### src/verilog/fdc_pkg.sv
`default_nettype none
package fdc_pkg;
	localparam int NUM_CH = 4;
	localparam int CNT_W  = 14;

	// control register field positions
	localparam int CTL_ON_BIT    = 15;
	localparam int CTL_SIZE_BIT  = 14;
	localparam int CTL_DIR_BIT   = 13;
	localparam int CTL_HALF_BIT  = 12;
	localparam int CTL_NULL_WRITE_SELECT_BIT = 11;
	localparam int CTL_ADDRESSING_SELECT_LO  = 4;
	localparam int CTL_MODE_LO   = 0;
	localparam logic [15:0] CTL_WR_MASK = 16'hf833;

	// addressing_select codes
	localparam logic [1:0] AM_POSTINC = 2'b00;
	localparam logic [1:0] AM_NOINC   = 2'b01;
	localparam logic [1:0] AM_PERIPH  = 2'b10;
	localparam logic [1:0] AM_RSVD    = 2'b11;
	// operating mode bits: bit0 one-shot, bit1 ping-pong
	localparam int MODE_ONESHOT_BIT  = 0;
	localparam int MODE_PINGPONG_BIT = 1;

	// register map: byte address bits 7 global, 6:5 channel, 4:2 register
	localparam logic [2:0] REG_CTL  = 3'h0;
	localparam logic [2:0] REG_SEL  = 3'h1;
	localparam logic [2:0] REG_RAMA = 3'h2;
	localparam logic [2:0] REG_RAMB = 3'h3;
	localparam logic [2:0] REG_PAD  = 3'h4;
	localparam logic [2:0] REG_CNT  = 3'h5;
	localparam logic [2:0] GLB_FORCE  = 3'h0;
	localparam logic [2:0] GLB_STATUS = 3'h1;

	// reset values
	localparam logic [15:0] RST_CTL = 16'h0000;
	localparam logic [15:0] RST_PAD = 16'h0000;
	localparam logic [13:0] RST_CNT = 14'h0000;

	typedef enum logic [1:0] {
		ST_IDLE  = 2'b00,
		ST_READ  = 2'b01,
		ST_WRITE = 2'b10,
		ST_NULL  = 2'b11
	} fdc_state_t;

	typedef struct packed {
		logic        valid;
		logic        write;
		logic        byteSel;
		logic [15:0] addr;
		logic [15:0] data;
	} fdc_xfer_t;

	typedef struct packed {
		logic [NUM_CH-1:0][15:0]      ctl;
		logic [NUM_CH-1:0][7:0]       sel;
		logic [NUM_CH-1:0][15:0]      ramA;
		logic [NUM_CH-1:0][15:0]      ramB;
		logic [NUM_CH-1:0][15:0]      pad;
		logic [NUM_CH-1:0][CNT_W-1:0] cnt;
		logic [NUM_CH-1:0][CNT_W-1:0] done;
		logic [NUM_CH-1:0]            pend;
		logic [NUM_CH-1:0]            pingSel;
		logic [NUM_CH-1:0]            irq;
		logic [1:0]                   cur;
		fdc_state_t                   state;
		logic [15:0]                  data;
		logic                         busAck;
		logic [31:0]                  rdata;
		fdc_xfer_t                    xfer;
	} fdc_regs_t;
endpackage
`default_nettype wire

### src/verilog/fdc_dma_ctrl.sv
// The address map and the Avalon-MM interface to the registers were left to the implementer.
`timescale 1ns/1ns
`default_nettype none
module fdc_dma_ctrl (
	// clock and reset
	input  wire logic         clk_sys,
	input  wire logic         reset_n,
	// register slave
	input  wire logic [7:0]   avs_address,
	input  wire logic         avs_read,
	input  wire logic         avs_write,
	input  wire logic [31:0]  avs_writedata,
	input  wire logic [3:0]   avs_byteenable,
	output logic      [31:0]  avs_readdata,
	output logic              avs_waitrequest,
	// request sources
	input  wire logic [255:0] irqEvent,
	input  wire logic [15:0]  periphIndirectAddr,
	// data master
	output logic              memValid,
	output logic              memWrite,
	output logic              memByte,
	output logic      [15:0]  memAddr,
	output logic      [15:0]  memWdata,
	input  wire logic         memReady,
	input  wire logic [15:0]  memRdata,
	// block events
	output logic      [3:0]   blockIrq
);
	fdc_pkg::fdc_regs_t q;
	fdc_pkg::fdc_regs_t n;

	logic [3:0]  elig;
	logic [3:0]  evt;
	logic [3:0]  forceHit;
	logic [1:0]  pick;
	logic [1:0]  rdx;
	logic [15:0] ramAddr;
	logic [15:0] padAddr;
	logic [15:0] ctlR;
	logic        elemEnd;
	logic        blockEnd;
	logic        wrAck;
	logic [1:0]  wch;
	logic [15:0] wmerge;

	function automatic logic [1:0] firstCh(input logic [3:0] v);
		logic [1:0] r;
		r = 2'd0;
		for (int i = fdc_pkg::NUM_CH - 1; i >= 0; i--) begin
			if (v[i]) begin
				r = i[1:0];
			end
		end
		return r;
	endfunction

	function automatic logic [15:0] merge16(input logic [15:0] old,
		input logic [31:0] wd, input logic [3:0] be);
		return {be[1] ? wd[15:8] : old[15:8], be[0] ? wd[7:0] : old[7:0]};
	endfunction

	function automatic fdc_pkg::fdc_xfer_t mkReq(input logic wr,
		input logic [15:0] a, input logic [15:0] d, input logic bs);
		fdc_pkg::fdc_xfer_t x;
		x.valid   = 1'b1;
		x.write   = wr;
		x.byteSel = bs;
		x.addr    = a;
		x.data    = d;
		return x;
	endfunction

	function automatic logic [31:0] regRead(input fdc_pkg::fdc_regs_t r,
		input logic [7:0] a);
		logic [31:0] d;
		logic [1:0]  c;
		d = 32'h0;
		c = a[6:5];
		if (a[7]) begin
			if (a[4:2] == fdc_pkg::GLB_STATUS) begin
				d = {23'h0, r.state != fdc_pkg::ST_IDLE, r.pingSel, r.pend};
			end
		end else begin
			case (a[4:2])
				fdc_pkg::REG_CTL:  d = {16'h0, r.ctl[c]};
				fdc_pkg::REG_SEL:  d = {24'h0, r.sel[c]};
				fdc_pkg::REG_RAMA: d = {16'h0, r.ramA[c]};
				fdc_pkg::REG_RAMB: d = {16'h0, r.ramB[c]};
				fdc_pkg::REG_PAD:  d = {16'h0, r.pad[c]};
				fdc_pkg::REG_CNT:  d = {18'h0, r.cnt[c]};
				default:           d = 32'h0;
			endcase
		end
		return d;
	endfunction

	// request qualification per channel
	genvar g;
	generate
		for (g = 0; g < fdc_pkg::NUM_CH; g++) begin : gCh
			// any interrupt source, timers and external pins included
			assign evt[g] = q.ctl[g][fdc_pkg::CTL_ON_BIT]
				&& (irqEvent[q.sel[g]] || forceHit[g]);
			assign elig[g] = q.pend[g] && q.ctl[g][fdc_pkg::CTL_ON_BIT];
		end
	endgenerate

	assign wrAck = avs_write && q.busAck;
	assign forceHit = (wrAck && avs_address[7]
		&& avs_address[4:2] == fdc_pkg::GLB_FORCE && avs_byteenable[0])
		? avs_writedata[3:0] : 4'h0;
	assign wch = avs_address[6:5];
	assign wmerge = merge16(16'h0, avs_writedata, avs_byteenable);

	// lowest number wins; others keep their pending bit
	assign pick = firstCh(elig);
	assign rdx = (q.state == fdc_pkg::ST_IDLE) ? pick : q.cur;
	assign ctlR = q.ctl[rdx];
	assign padAddr = q.pad[rdx];

	always_comb begin
		logic [15:0] base;
		base = q.pingSel[rdx] ? q.ramB[rdx] : q.ramA[rdx];
		case (ctlR[fdc_pkg::CTL_ADDRESSING_SELECT_LO +: 2])
			fdc_pkg::AM_POSTINC: ramAddr = ctlR[fdc_pkg::CTL_SIZE_BIT]
				? base + {2'b00, q.done[rdx]}
				: base + {1'b0, q.done[rdx], 1'b0};
			fdc_pkg::AM_PERIPH:  ramAddr = periphIndirectAddr;
			default:             ramAddr = base; // reserved acts as no-inc
		endcase
	end

	always_comb begin
		logic [1:0]  c;
		logic [15:0] cr;
		n        = q;
		n.irq    = 4'h0;
		n.busAck = 1'b0;
		elemEnd  = 1'b0;
		blockEnd = 1'b0;
		c        = q.cur;
		cr       = q.ctl[q.cur];
		case (q.state)
			fdc_pkg::ST_IDLE: begin
				if (|elig) begin
					n.cur = pick;
					n.pend[pick] = 1'b0;
					n.state = fdc_pkg::ST_READ;
					// one fixed direction per channel
					n.xfer = mkReq(1'b0,
						ctlR[fdc_pkg::CTL_DIR_BIT] ? ramAddr : padAddr,
						16'h0, ctlR[fdc_pkg::CTL_SIZE_BIT]);
				end
			end
			fdc_pkg::ST_READ: begin
				if (memReady) begin
					n.data = cr[fdc_pkg::CTL_SIZE_BIT]
						? {8'h00, memRdata[7:0]} : memRdata;
					n.state = fdc_pkg::ST_WRITE;
					n.xfer = mkReq(1'b1,
						cr[fdc_pkg::CTL_DIR_BIT] ? padAddr : ramAddr,
						n.data, cr[fdc_pkg::CTL_SIZE_BIT]);
				end
			end
			fdc_pkg::ST_WRITE: begin
				if (memReady) begin
					if (cr[fdc_pkg::CTL_NULL_WRITE_SELECT_BIT]
						&& !cr[fdc_pkg::CTL_DIR_BIT]) begin
						n.state = fdc_pkg::ST_NULL;
						n.xfer = mkReq(1'b1, padAddr, 16'h0,
							cr[fdc_pkg::CTL_SIZE_BIT]);
					end else begin
						elemEnd = 1'b1;
					end
				end
			end
			fdc_pkg::ST_NULL: begin
				if (memReady) begin
					elemEnd = 1'b1;
				end
			end
			default: begin
				n.state = fdc_pkg::ST_IDLE;
			end
		endcase

		if (elemEnd) begin
			n.state = fdc_pkg::ST_IDLE;
			n.xfer.valid = 1'b0;
			// interrupt at half or full block
			n.irq[c] = cr[fdc_pkg::CTL_HALF_BIT]
				? (q.done[c] == (q.cnt[c] >> 1))
				: (q.done[c] == q.cnt[c]);
			if (q.done[c] == q.cnt[c]) begin
				// count plus one elements make a block
				blockEnd = 1'b1;
				n.done[c] = '0;
				if (cr[fdc_pkg::MODE_PINGPONG_BIT]) begin
					n.pingSel[c] = !q.pingSel[c];
				end
				// one-shot ping-pong stops after the second buffer
				if (cr[fdc_pkg::MODE_ONESHOT_BIT]
					&& (!cr[fdc_pkg::MODE_PINGPONG_BIT] || q.pingSel[c])) begin
					n.ctl[c][fdc_pkg::CTL_ON_BIT] = 1'b0;
				end
			end else begin
				n.done[c] = q.done[c] + 14'h0001;
			end
		end

		// register slave: one wait cycle, then answer
		if ((avs_read || avs_write) && !q.busAck) begin
			n.busAck = 1'b1;
			n.rdata = regRead(q, avs_address);
		end
		if (wrAck && !avs_address[7]) begin
			case (avs_address[4:2])
				fdc_pkg::REG_CTL: begin
					n.ctl[wch] = merge16(q.ctl[wch], avs_writedata,
						avs_byteenable) & fdc_pkg::CTL_WR_MASK;
					if (!wmerge[fdc_pkg::CTL_ON_BIT] && avs_byteenable[1]) begin
						n.done[wch] = '0;
						n.pingSel[wch] = 1'b0;
					end
				end
				fdc_pkg::REG_SEL: begin
					if (avs_byteenable[0]) begin
						n.sel[wch] = avs_writedata[7:0];
					end
				end
				fdc_pkg::REG_RAMA: begin
					n.ramA[wch] = merge16(q.ramA[wch], avs_writedata,
						avs_byteenable);
				end
				fdc_pkg::REG_RAMB: begin
					n.ramB[wch] = merge16(q.ramB[wch], avs_writedata,
						avs_byteenable);
				end
				fdc_pkg::REG_PAD: begin
					n.pad[wch] = merge16(q.pad[wch], avs_writedata,
						avs_byteenable);
				end
				fdc_pkg::REG_CNT: begin
					n.cnt[wch] = 14'(merge16({2'b00, q.cnt[wch]},
						avs_writedata, avs_byteenable) & 16'h3fff);
				end
				default: begin
				end
			endcase
		end

		// set wins over grant clear; off channels drop requests
		for (int i = 0; i < fdc_pkg::NUM_CH; i++) begin
			if (evt[i]) begin
				n.pend[i] = 1'b1;
			end
			if (!n.ctl[i][fdc_pkg::CTL_ON_BIT]) begin
				n.pend[i] = 1'b0;
			end
		end
	end

	always_ff @(posedge clk_sys) begin
		if (!reset_n) begin
			q <= '0;
			for (int i = 0; i < fdc_pkg::NUM_CH; i++) begin
				q.ctl[i] <= fdc_pkg::RST_CTL;
				q.pad[i] <= fdc_pkg::RST_PAD;
				q.cnt[i] <= fdc_pkg::RST_CNT;
			end
			q.state <= fdc_pkg::ST_IDLE;
		end else begin
			q <= n;
		end
	end

	assign avs_waitrequest = (avs_read || avs_write) && !q.busAck;
	assign avs_readdata    = q.rdata;
	assign memValid        = q.xfer.valid;
	assign memWrite        = q.xfer.write;
	assign memByte         = q.xfer.byteSel;
	assign memAddr         = q.xfer.addr;
	assign memWdata        = q.xfer.data;
	assign blockIrq        = q.irq;

	logic [3:0] lowerElig;
	assign lowerElig = elig & (elig - 4'h1) ^ elig;
endmodule
`default_nettype wire

### config.mk
export PLATFORM = sky130hd
export DESIGN_NAME = fdc_dma_ctrl
export DESIGN_NICKNAME = d
export VERILOG_FILES = /design/src/verilog/fdc_pkg.sv /design/src/verilog/fdc_dma_ctrl.sv
export SDC_FILE = /design/constraint.sdc
export NUM_CORES = 2
export LEC_CHECK = 0
export ABC_AREA = 0
export BUFFER_PORTS_ARGS = -buffer_cell sky130_fd_sc_hd__buf_2
export CELL_PAD_IN_SITES_DETAIL_PLACEMENT = 0
export CELL_PAD_IN_SITES_GLOBAL_PLACEMENT = 1
export CORE_MARGIN = 4
export CORE_UTILIZATION = 51
export CTS_CLUSTER_DIAMETER = 80
export CTS_CLUSTER_SIZE = 40
export DETAILED_ROUTE_END_ITERATION = 8
export PLACE_DENSITY = 0.94
export SLEW_MARGIN = 20
export SYNTH_ARGS = -nofsm -noshare
export SYNTH_HDL_FRONTEND = slang
export SYNTH_SLANG_ARGS = --single-unit
### constraint.sdc
create_clock -name clk_sys -period 9.05 [get_ports clk_sys]
set_input_delay 0.4525 -clock clk_sys [delete_from_list [all_inputs] [get_ports clk_sys]]
set_output_delay 0.4525 -clock clk_sys [all_outputs]
set_load 0.03 [all_outputs]
=== Word-level counts from Yosys, hierarchy flattened ===
Cells that the tools add are included.

* Bits in registers: 500
* Input port bits: 337
* Output and inout port bits: 72
* Word-level logic and storage cells: 282

* $add $sub $neg: 3
* Magnitude comparators: 11
* Equal/unequal tests: 15
* Muxes and demuxes: 133
* Bitwise gates (word level): 12
* Reductions and logical operators: 64

{| class="wikitable"
|+ Operators with widths
! operator !! number
|-
| two-way mux 64 bit || 7
|-
| two-way mux 400 bit || 1
|-
| binary-select mux 16 bit (select 2 bit) || 9
|-
| two-way mux 56 bit || 5
|-
| bitwise mux 64 bit || 4
|-
| two-way mux 16 bit || 14
|-
| two-way mux 35 bit || 4
|-
| bitwise AND 56 bit || 2
|-
| binary-select mux 14 bit (select 2 bit) || 4
|-
| bitwise mux 56 bit || 2
|-
| inverter 56 bit || 2
|-
| case mux 35 bit (3 select lines) || 1
|-
| two-way mux 32 bit || 3
|-
| two-way mux 8 bit || 12
|-
| case mux 16 bit (6 select lines) || 1
|-
| two-way mux 14 bit || 6
|-
| bitwise AND 64 bit || 1
|-
| demux 16 bit (select 2 bit) || 2
|-
| inverter 64 bit || 1
|-
| demux 14 bit (select 2 bit) || 2
|-
| < comparator 8 x 9 -> 1 bit (second input constant) || 4
|-
| two-way mux 33 bit || 1
|-
| binary-select mux 1 bit (select 8 bit) || 4
|-
| bitwise mux 32 bit || 1
|-
| 44 further kinds || 145
|}

=== Longest topological paths before layout ===
* Word-level depth: 15
* Depth in mapped cells: 25
* Gate-level depth less buffers: 22

=== Least setup slack after synthesis ===
No wires, ideal clock.

* Kind: flip-flop to flip-flop
* From: register q[84] in the netlist's numbering
* To: register q (netlist bit memAddr[10])
* Library setup time: 64 ps
* Arrival time: 5032 ps
* Data required time: 8986 ps
* Setup slack: 3954 ps
* Stages on the path, launching flop included: 22
* Path buffers: 7
* Period minus slack after synthesis: 5096 ps
* Path through: dfxtp_1 > inv_1 > ha_1 > buf_2 > a31oi_4 > buf_4 > buf_4 > buf_2 > buf_2 > clkbuf_1 > buf_1 > mux2i_1 > a21oi_1 > ha_1 > nor2_1 > nor2b_1 > or4b_2 > o221a_2 > o21ai_0 > a31oi_1 > or4b_1 > nand4_1

* Longest elaborated chain between the ends: 11
* Elaborated cells between the ends (all ways): 36
* Those cells by class: add/sub: 2; eq/ne: 7; mux: 23; reduce/logical: 4

{| class="wikitable"
|+ RTL lines
! element !! RTL line !! text
|-
| start: declaration || fdc_dma_ctrl.sv:30 || <nowiki>fdc_pkg::fdc_regs_t q;</nowiki>
|-
| start signal: assignment || fdc_dma_ctrl.sv:274 || <nowiki>q <= n;</nowiki>
|-
| zero test 2 bit || fdc_dma_ctrl.sv:118, fdc_dma_ctrl.sv:144 ||
|-
| two-way mux 2 bit || fdc_dma_ctrl.sv:118 || <nowiki>assign rdx = (q.state == fdc_pkg::ST_IDLE) ? pick : q.cur;</nowiki>
|-
| binary-select mux 16 bit (select 2 bit) or binary-select mux 1 bit (select 2 bit) (tied branches) || fdc_dma_ctrl.sv:124 || <nowiki>base = q.pingSel[rdx] ? q.ramB[rdx] : q.ramA[rdx];</nowiki>
|-
| two-way mux 16 bit (implied by the code) or two-way mux 1 bit (tied branches) || fdc_dma_ctrl.sv:124 ||
|-
| two-way mux 16 bit || fdc_dma_ctrl.sv:124 ||
|-
| adder 16 x 15 -> 16 bit or adder 16 x 14 -> 16 bit (tied branches) || fdc_dma_ctrl.sv:128, fdc_dma_ctrl.sv:127 ||
|-
| two-way mux 16 bit || fdc_dma_ctrl.sv:127 || <nowiki>? base + {2'b00, q.done[rdx]}</nowiki>
|-
| case mux 16 bit (2 select lines) || fdc_dma_ctrl.sv:125 || <nowiki>case (ctlR[fdc_pkg::CTL_ADDRESSING_SELECT_LO +: 2])</nowiki>
|-
| two-way mux 16 bit (on tied branches) || fdc_dma_ctrl.sv:162, fdc_dma_ctrl.sv:152 ||
|-
| two-way mux 35 bit (on tied branches) || fdc_dma_ctrl.sv:157, fdc_dma_ctrl.sv:146 ||
|-
| case mux 35 bit (3 select lines) || fdc_dma_ctrl.sv:144 || <nowiki>case (q.state)</nowiki>
|}

Parallel ways exist; a longest one is shown, timed or not. The select of a mux whose other input is x is not followed.
A chain may end at the register's enable or synchronous reset.

=== Worst setup path after layout ===
Ends and elaborated chain as after synthesis.

==> results.yml <==
route:
  wl_mm: 115
  drt_iter0_markers: 3447
  viasPerCell: 6.97
  num_vias: 29252
  avgRoutedWirePerCell_um: 27.5
  first_pass_iters: 6
  ant_nets: 0
  drc: 0
timing:
  min_period_ps: 6950
  fmax_mhz: 144
  final_max_slew_viol_count: 0
  setup_slack_ps: 2100
  setup_viol: 0
  rsz0062_at_grt: "no"
  finalHoldViolations: 0
  fin_hold_ws_ps: 99.5
  fin_crit_sh: 0.768
  finClkSkew_ps: 37.7
  max_slew_margin: 0.271
  tightest_slew_ps: 1090
  fin_tns_setup_ps: 0
worst_setup_path:
  critPathLaunch: "q[84]"
  crit_chain: "inv_1 > ha_1 > nor2b_1 > a31oi_4 > mux2i_1 > mux2i_4 > buf_4 > mux2_2 > o21ai_0 > nand2_1 > ha_1 > nor2_1 > nor2b_1 > or4b_2 > o221a_2 > o21ai_0 > a31oi_1 > or4b_1 > nand4_1"
  crit_cells: 19
  crit_buf_inv: 2
  required_ps: 9590
  crit_slowest_cell: "a31oi_4"
  critical_path.max_stage_delay_ps: 750
  worst_setup_path_end_kind: "register"
  criticalPathCategory: "reg -> reg"
  reg2regPathDepth: 19
  cp.arrival_ps: 7500
  crit_fanout: 21
  rr_startpoint: "q[84]"
  start_kind: "register"
  path_delay_family: "simple AND/OR/NAND/NOR gates"
logic_synthesis:
  synth_edf_count: 0
  synth.area.top_cells: "mux4_2, dfxtp_1, o211a_1"
  synthXorXnorAreaFrac: 0.0138
  syn_inst: 3171
  syn-mean-instance-area_um2: 10.6
  yosysTopAreaCellShare: 0.308
  yosysWarnings: 0
  synth_top_family_by_area: "multiplexers"
  yosysSeqAreaShare: 0.262
  synthFlopType: "dfxtp_1"
  synthMuxAreaShare: 0.372
  ys_ff_latch: 440
  synth_top_cell_by_area: "mux4_2"
  syn-cell-area_um2: 33600
  synthAdderAreaFrac: 0.0133
  synthSimpleGateAreaFrac: 0.108
  synth-async-reset-ratio: 0
  synth-compound-area-share: 0.177
  ys_types: 80
clocking:
  h-tree-depth: 1
  holdBufCountCts: 0
  cts_tree: "built"
  cts_resized: 0
  post_cts_buffers: 0
  path_clk_slew_ps: 100
  numCtsBuffers: 27
  clk_latency_ps: 630
  ctsRootBufferMaster: "clkbuf_16"
  cts.sink_count: 440
  clockBufferDepth: 3
grt:
  grt-ovfl-total: 0
  grt_pass1_vias: 28051
  grt_pass1_wl_mm: 173
  track_usage: 0.314
  grt_max_degree: 103
  antenna_found_initial: 40
final_layout:
  utilization: 0.567
  syn_to_final_growth_pct: 9.32
  final_nets: 3660
  n_fill_cell: 5390
  drive_above_1_share: 0.313
min_path:
  holdCritStartpoint: "memRdata[2]"
  hold_class: "in -> reg"
  hold_depth: 3
pwr:
  p_int_mw: 2.80
  combPwrFrac: 0.120
  pwr-share-clk: 0.389
  swShare: 0.293
  pwr-share-seq: 0.492
  ir_worst_vdd_mv: 0.140
  finalPower_mw: 3.96
  p_switching_mw: 1.16
  power_density_nw_per_um2: 108
  leakage_nw: 16.2
placed_design:
  dp_slack_ps: 2200
  dp_hpwl_mm: 82.3
  globalplace.congestion: 0.967
  port_buffers: 372
die:
  die_h_um: 265
  pin_count: 409
  dieArea_um2: 70100
  rows: 93
  die-width_um: 265
  fp.coreArea_um2: 64800
  start_util: 0.519
run_status:
  run_status: "completed"
run:
  drv_cap: 0
[worst register-to-register path, cell delays in order (launching register included)]
cell	delay, ps
dfxtp_1	360
inv_1	90
ha_1	650
nor2b_1	180
a31oi_4	750
mux2i_1	380
mux2i_4	680
buf_4	360
mux2_2	360
o21ai_0	490
nand2_1	200
ha_1	390
nor2_1	80
nor2b_1	230
or4b_2	610
o221a_2	240
o21ai_0	140
a31oi_1	100
or4b_1	490
nand4_1	100
[per-stage QoR]
stage | std cells | area [um^2]
2_1_floorplan | 3186 | 33700
3_3_place_gp | 4115 | 35500
4_1_cts | 4164 | 36600
3_5_place_dp | 4115 | 35500
6_report | 4197 | 36700
5_1_grt | 4194 | 36700
[cells by family (layout without fill, tap and decap cells)]
group | Yosys count | after routing
adders and majority gates | 36 | 36
xor gates and xnor gates | 53 | 53
and+or+nand+nor | 829 | 829
DFF | 440 | 440
other | 1 | 49
AOI/OAI and AO/OA | 752 | 752
muxes | 668 | 668
buffers and inverters | 392 | 515
[area by class of cell]
cell class	count	area, um^2	share of cell area
Tap cell	855	1070	0.0291
Inverter	25	93.8	0.00255
Clock inverter	21	402	0.0109
Sequential cell	440	8830	0.240
Multi-Input combinational cell	2354	23200	0.631
Timing Repair Buffer	441	2390	0.0652
Antenna cell	33	82.6	0.00225
Clock buffer	28	689	0.0188
[sequential cells by signal, indices dropped and copies added (netlist names)]
signal and flops:
q 385, avs_readdata 16, memAddr 16, memWdata 16, blockIrq 4, memByte 1, memValid 1, memWrite 1
[synth_stat cells (all sizes together) (15+ instances only)]
cell type	n
dfxtp	440
nand3	47
o211a	283
mux2	36
o211ai	20
nor2b	77
and2	26
xnor2	28
o21ai	49
a21boi	27
buf	143
nor3	22
a31oi	15
nor2	123
ha	34
xor2	25
mux4	459
a21o	18
inv	24
nand2	474
a221oi	16
a22oi	34
mux2i	173
clkbuf	224
a211oi	44
a21oi	171
[power by group through the flow]
| stage | registers, mW | logic, mW | clock network, mW |
|---|---|---|---|
| finish | 1.95 | 0.474 | 1.54 |
| global route | 1.95 | 0.495 | 1.62 |
| CTS | 1.95 | 0.460 | 1.55 |
| detailed placement | 1.99 | 0.460 | 0 |
| global placement | 1.99 | 0.445 | 0 |
| floorplan | 1.99 | 0.267 | 0 |
[worst paths after layout]
path,slack (ps),to
min reg2reg,460,memWdata[14]
max,2100,memAddr[10]
max reg2reg,2100,memAddr[10]
min,100,memWdata[2]
[placed cells by master, fill, tap and decap left out, types with 7 or more instances in the layout]
master / netlist / final
xor2_1: 25 / 25
o211a_1: 283 / 283
xnor2_1: 28 / 28
nor2_2: 0 / 8
a21o_1: 18 / 18
a21boi_0: 26 / 26
ha_1: 34 / 34
nand3_1: 47 / 47
o211ai_1: 20 / 20
conb_1: 1 / 16
a22o_1: 7 / 7
dfxtp_1: 440 / 430
or2_2: 7 / 7
and2_1: 26 / 26
a21oi_1: 171 / 171
nor3_1: 21 / 17
mux2_2: 35 / 35
nand4_1: 8 / 8
buf_2: 35 / 369
or3_1: 7 / 7
nor3b_1: 9 / 9
mux4_2: 459 / 459
a22oi_1: 34 / 34
a221oi_1: 16 / 16
nor2b_1: 77 / 77
a31oi_1: 14 / 14
mux2i_1: 172 / 172
o21ai_0: 47 / 47
nor2_1: 123 / 111
buf_4: 74 / 71
o22ai_1: 9 / 9
diode_2: 0 / 33
a211oi_1: 43 / 43
clkbuf_16: 0 / 27
inv_1: 23 / 23
a32oi_1: 7 / 7
nand2_1: 474 / 474
[layer usage]
metal | track usage | part of all wire
met1 | 0.404 | 0.36
met2 | 0.494 | 0.46
met3 | 0.0685 | 0.11
met4 | 0.182 | 0.070
met5 | 0 | 0.00052
(Power assumes the default switching activity.)
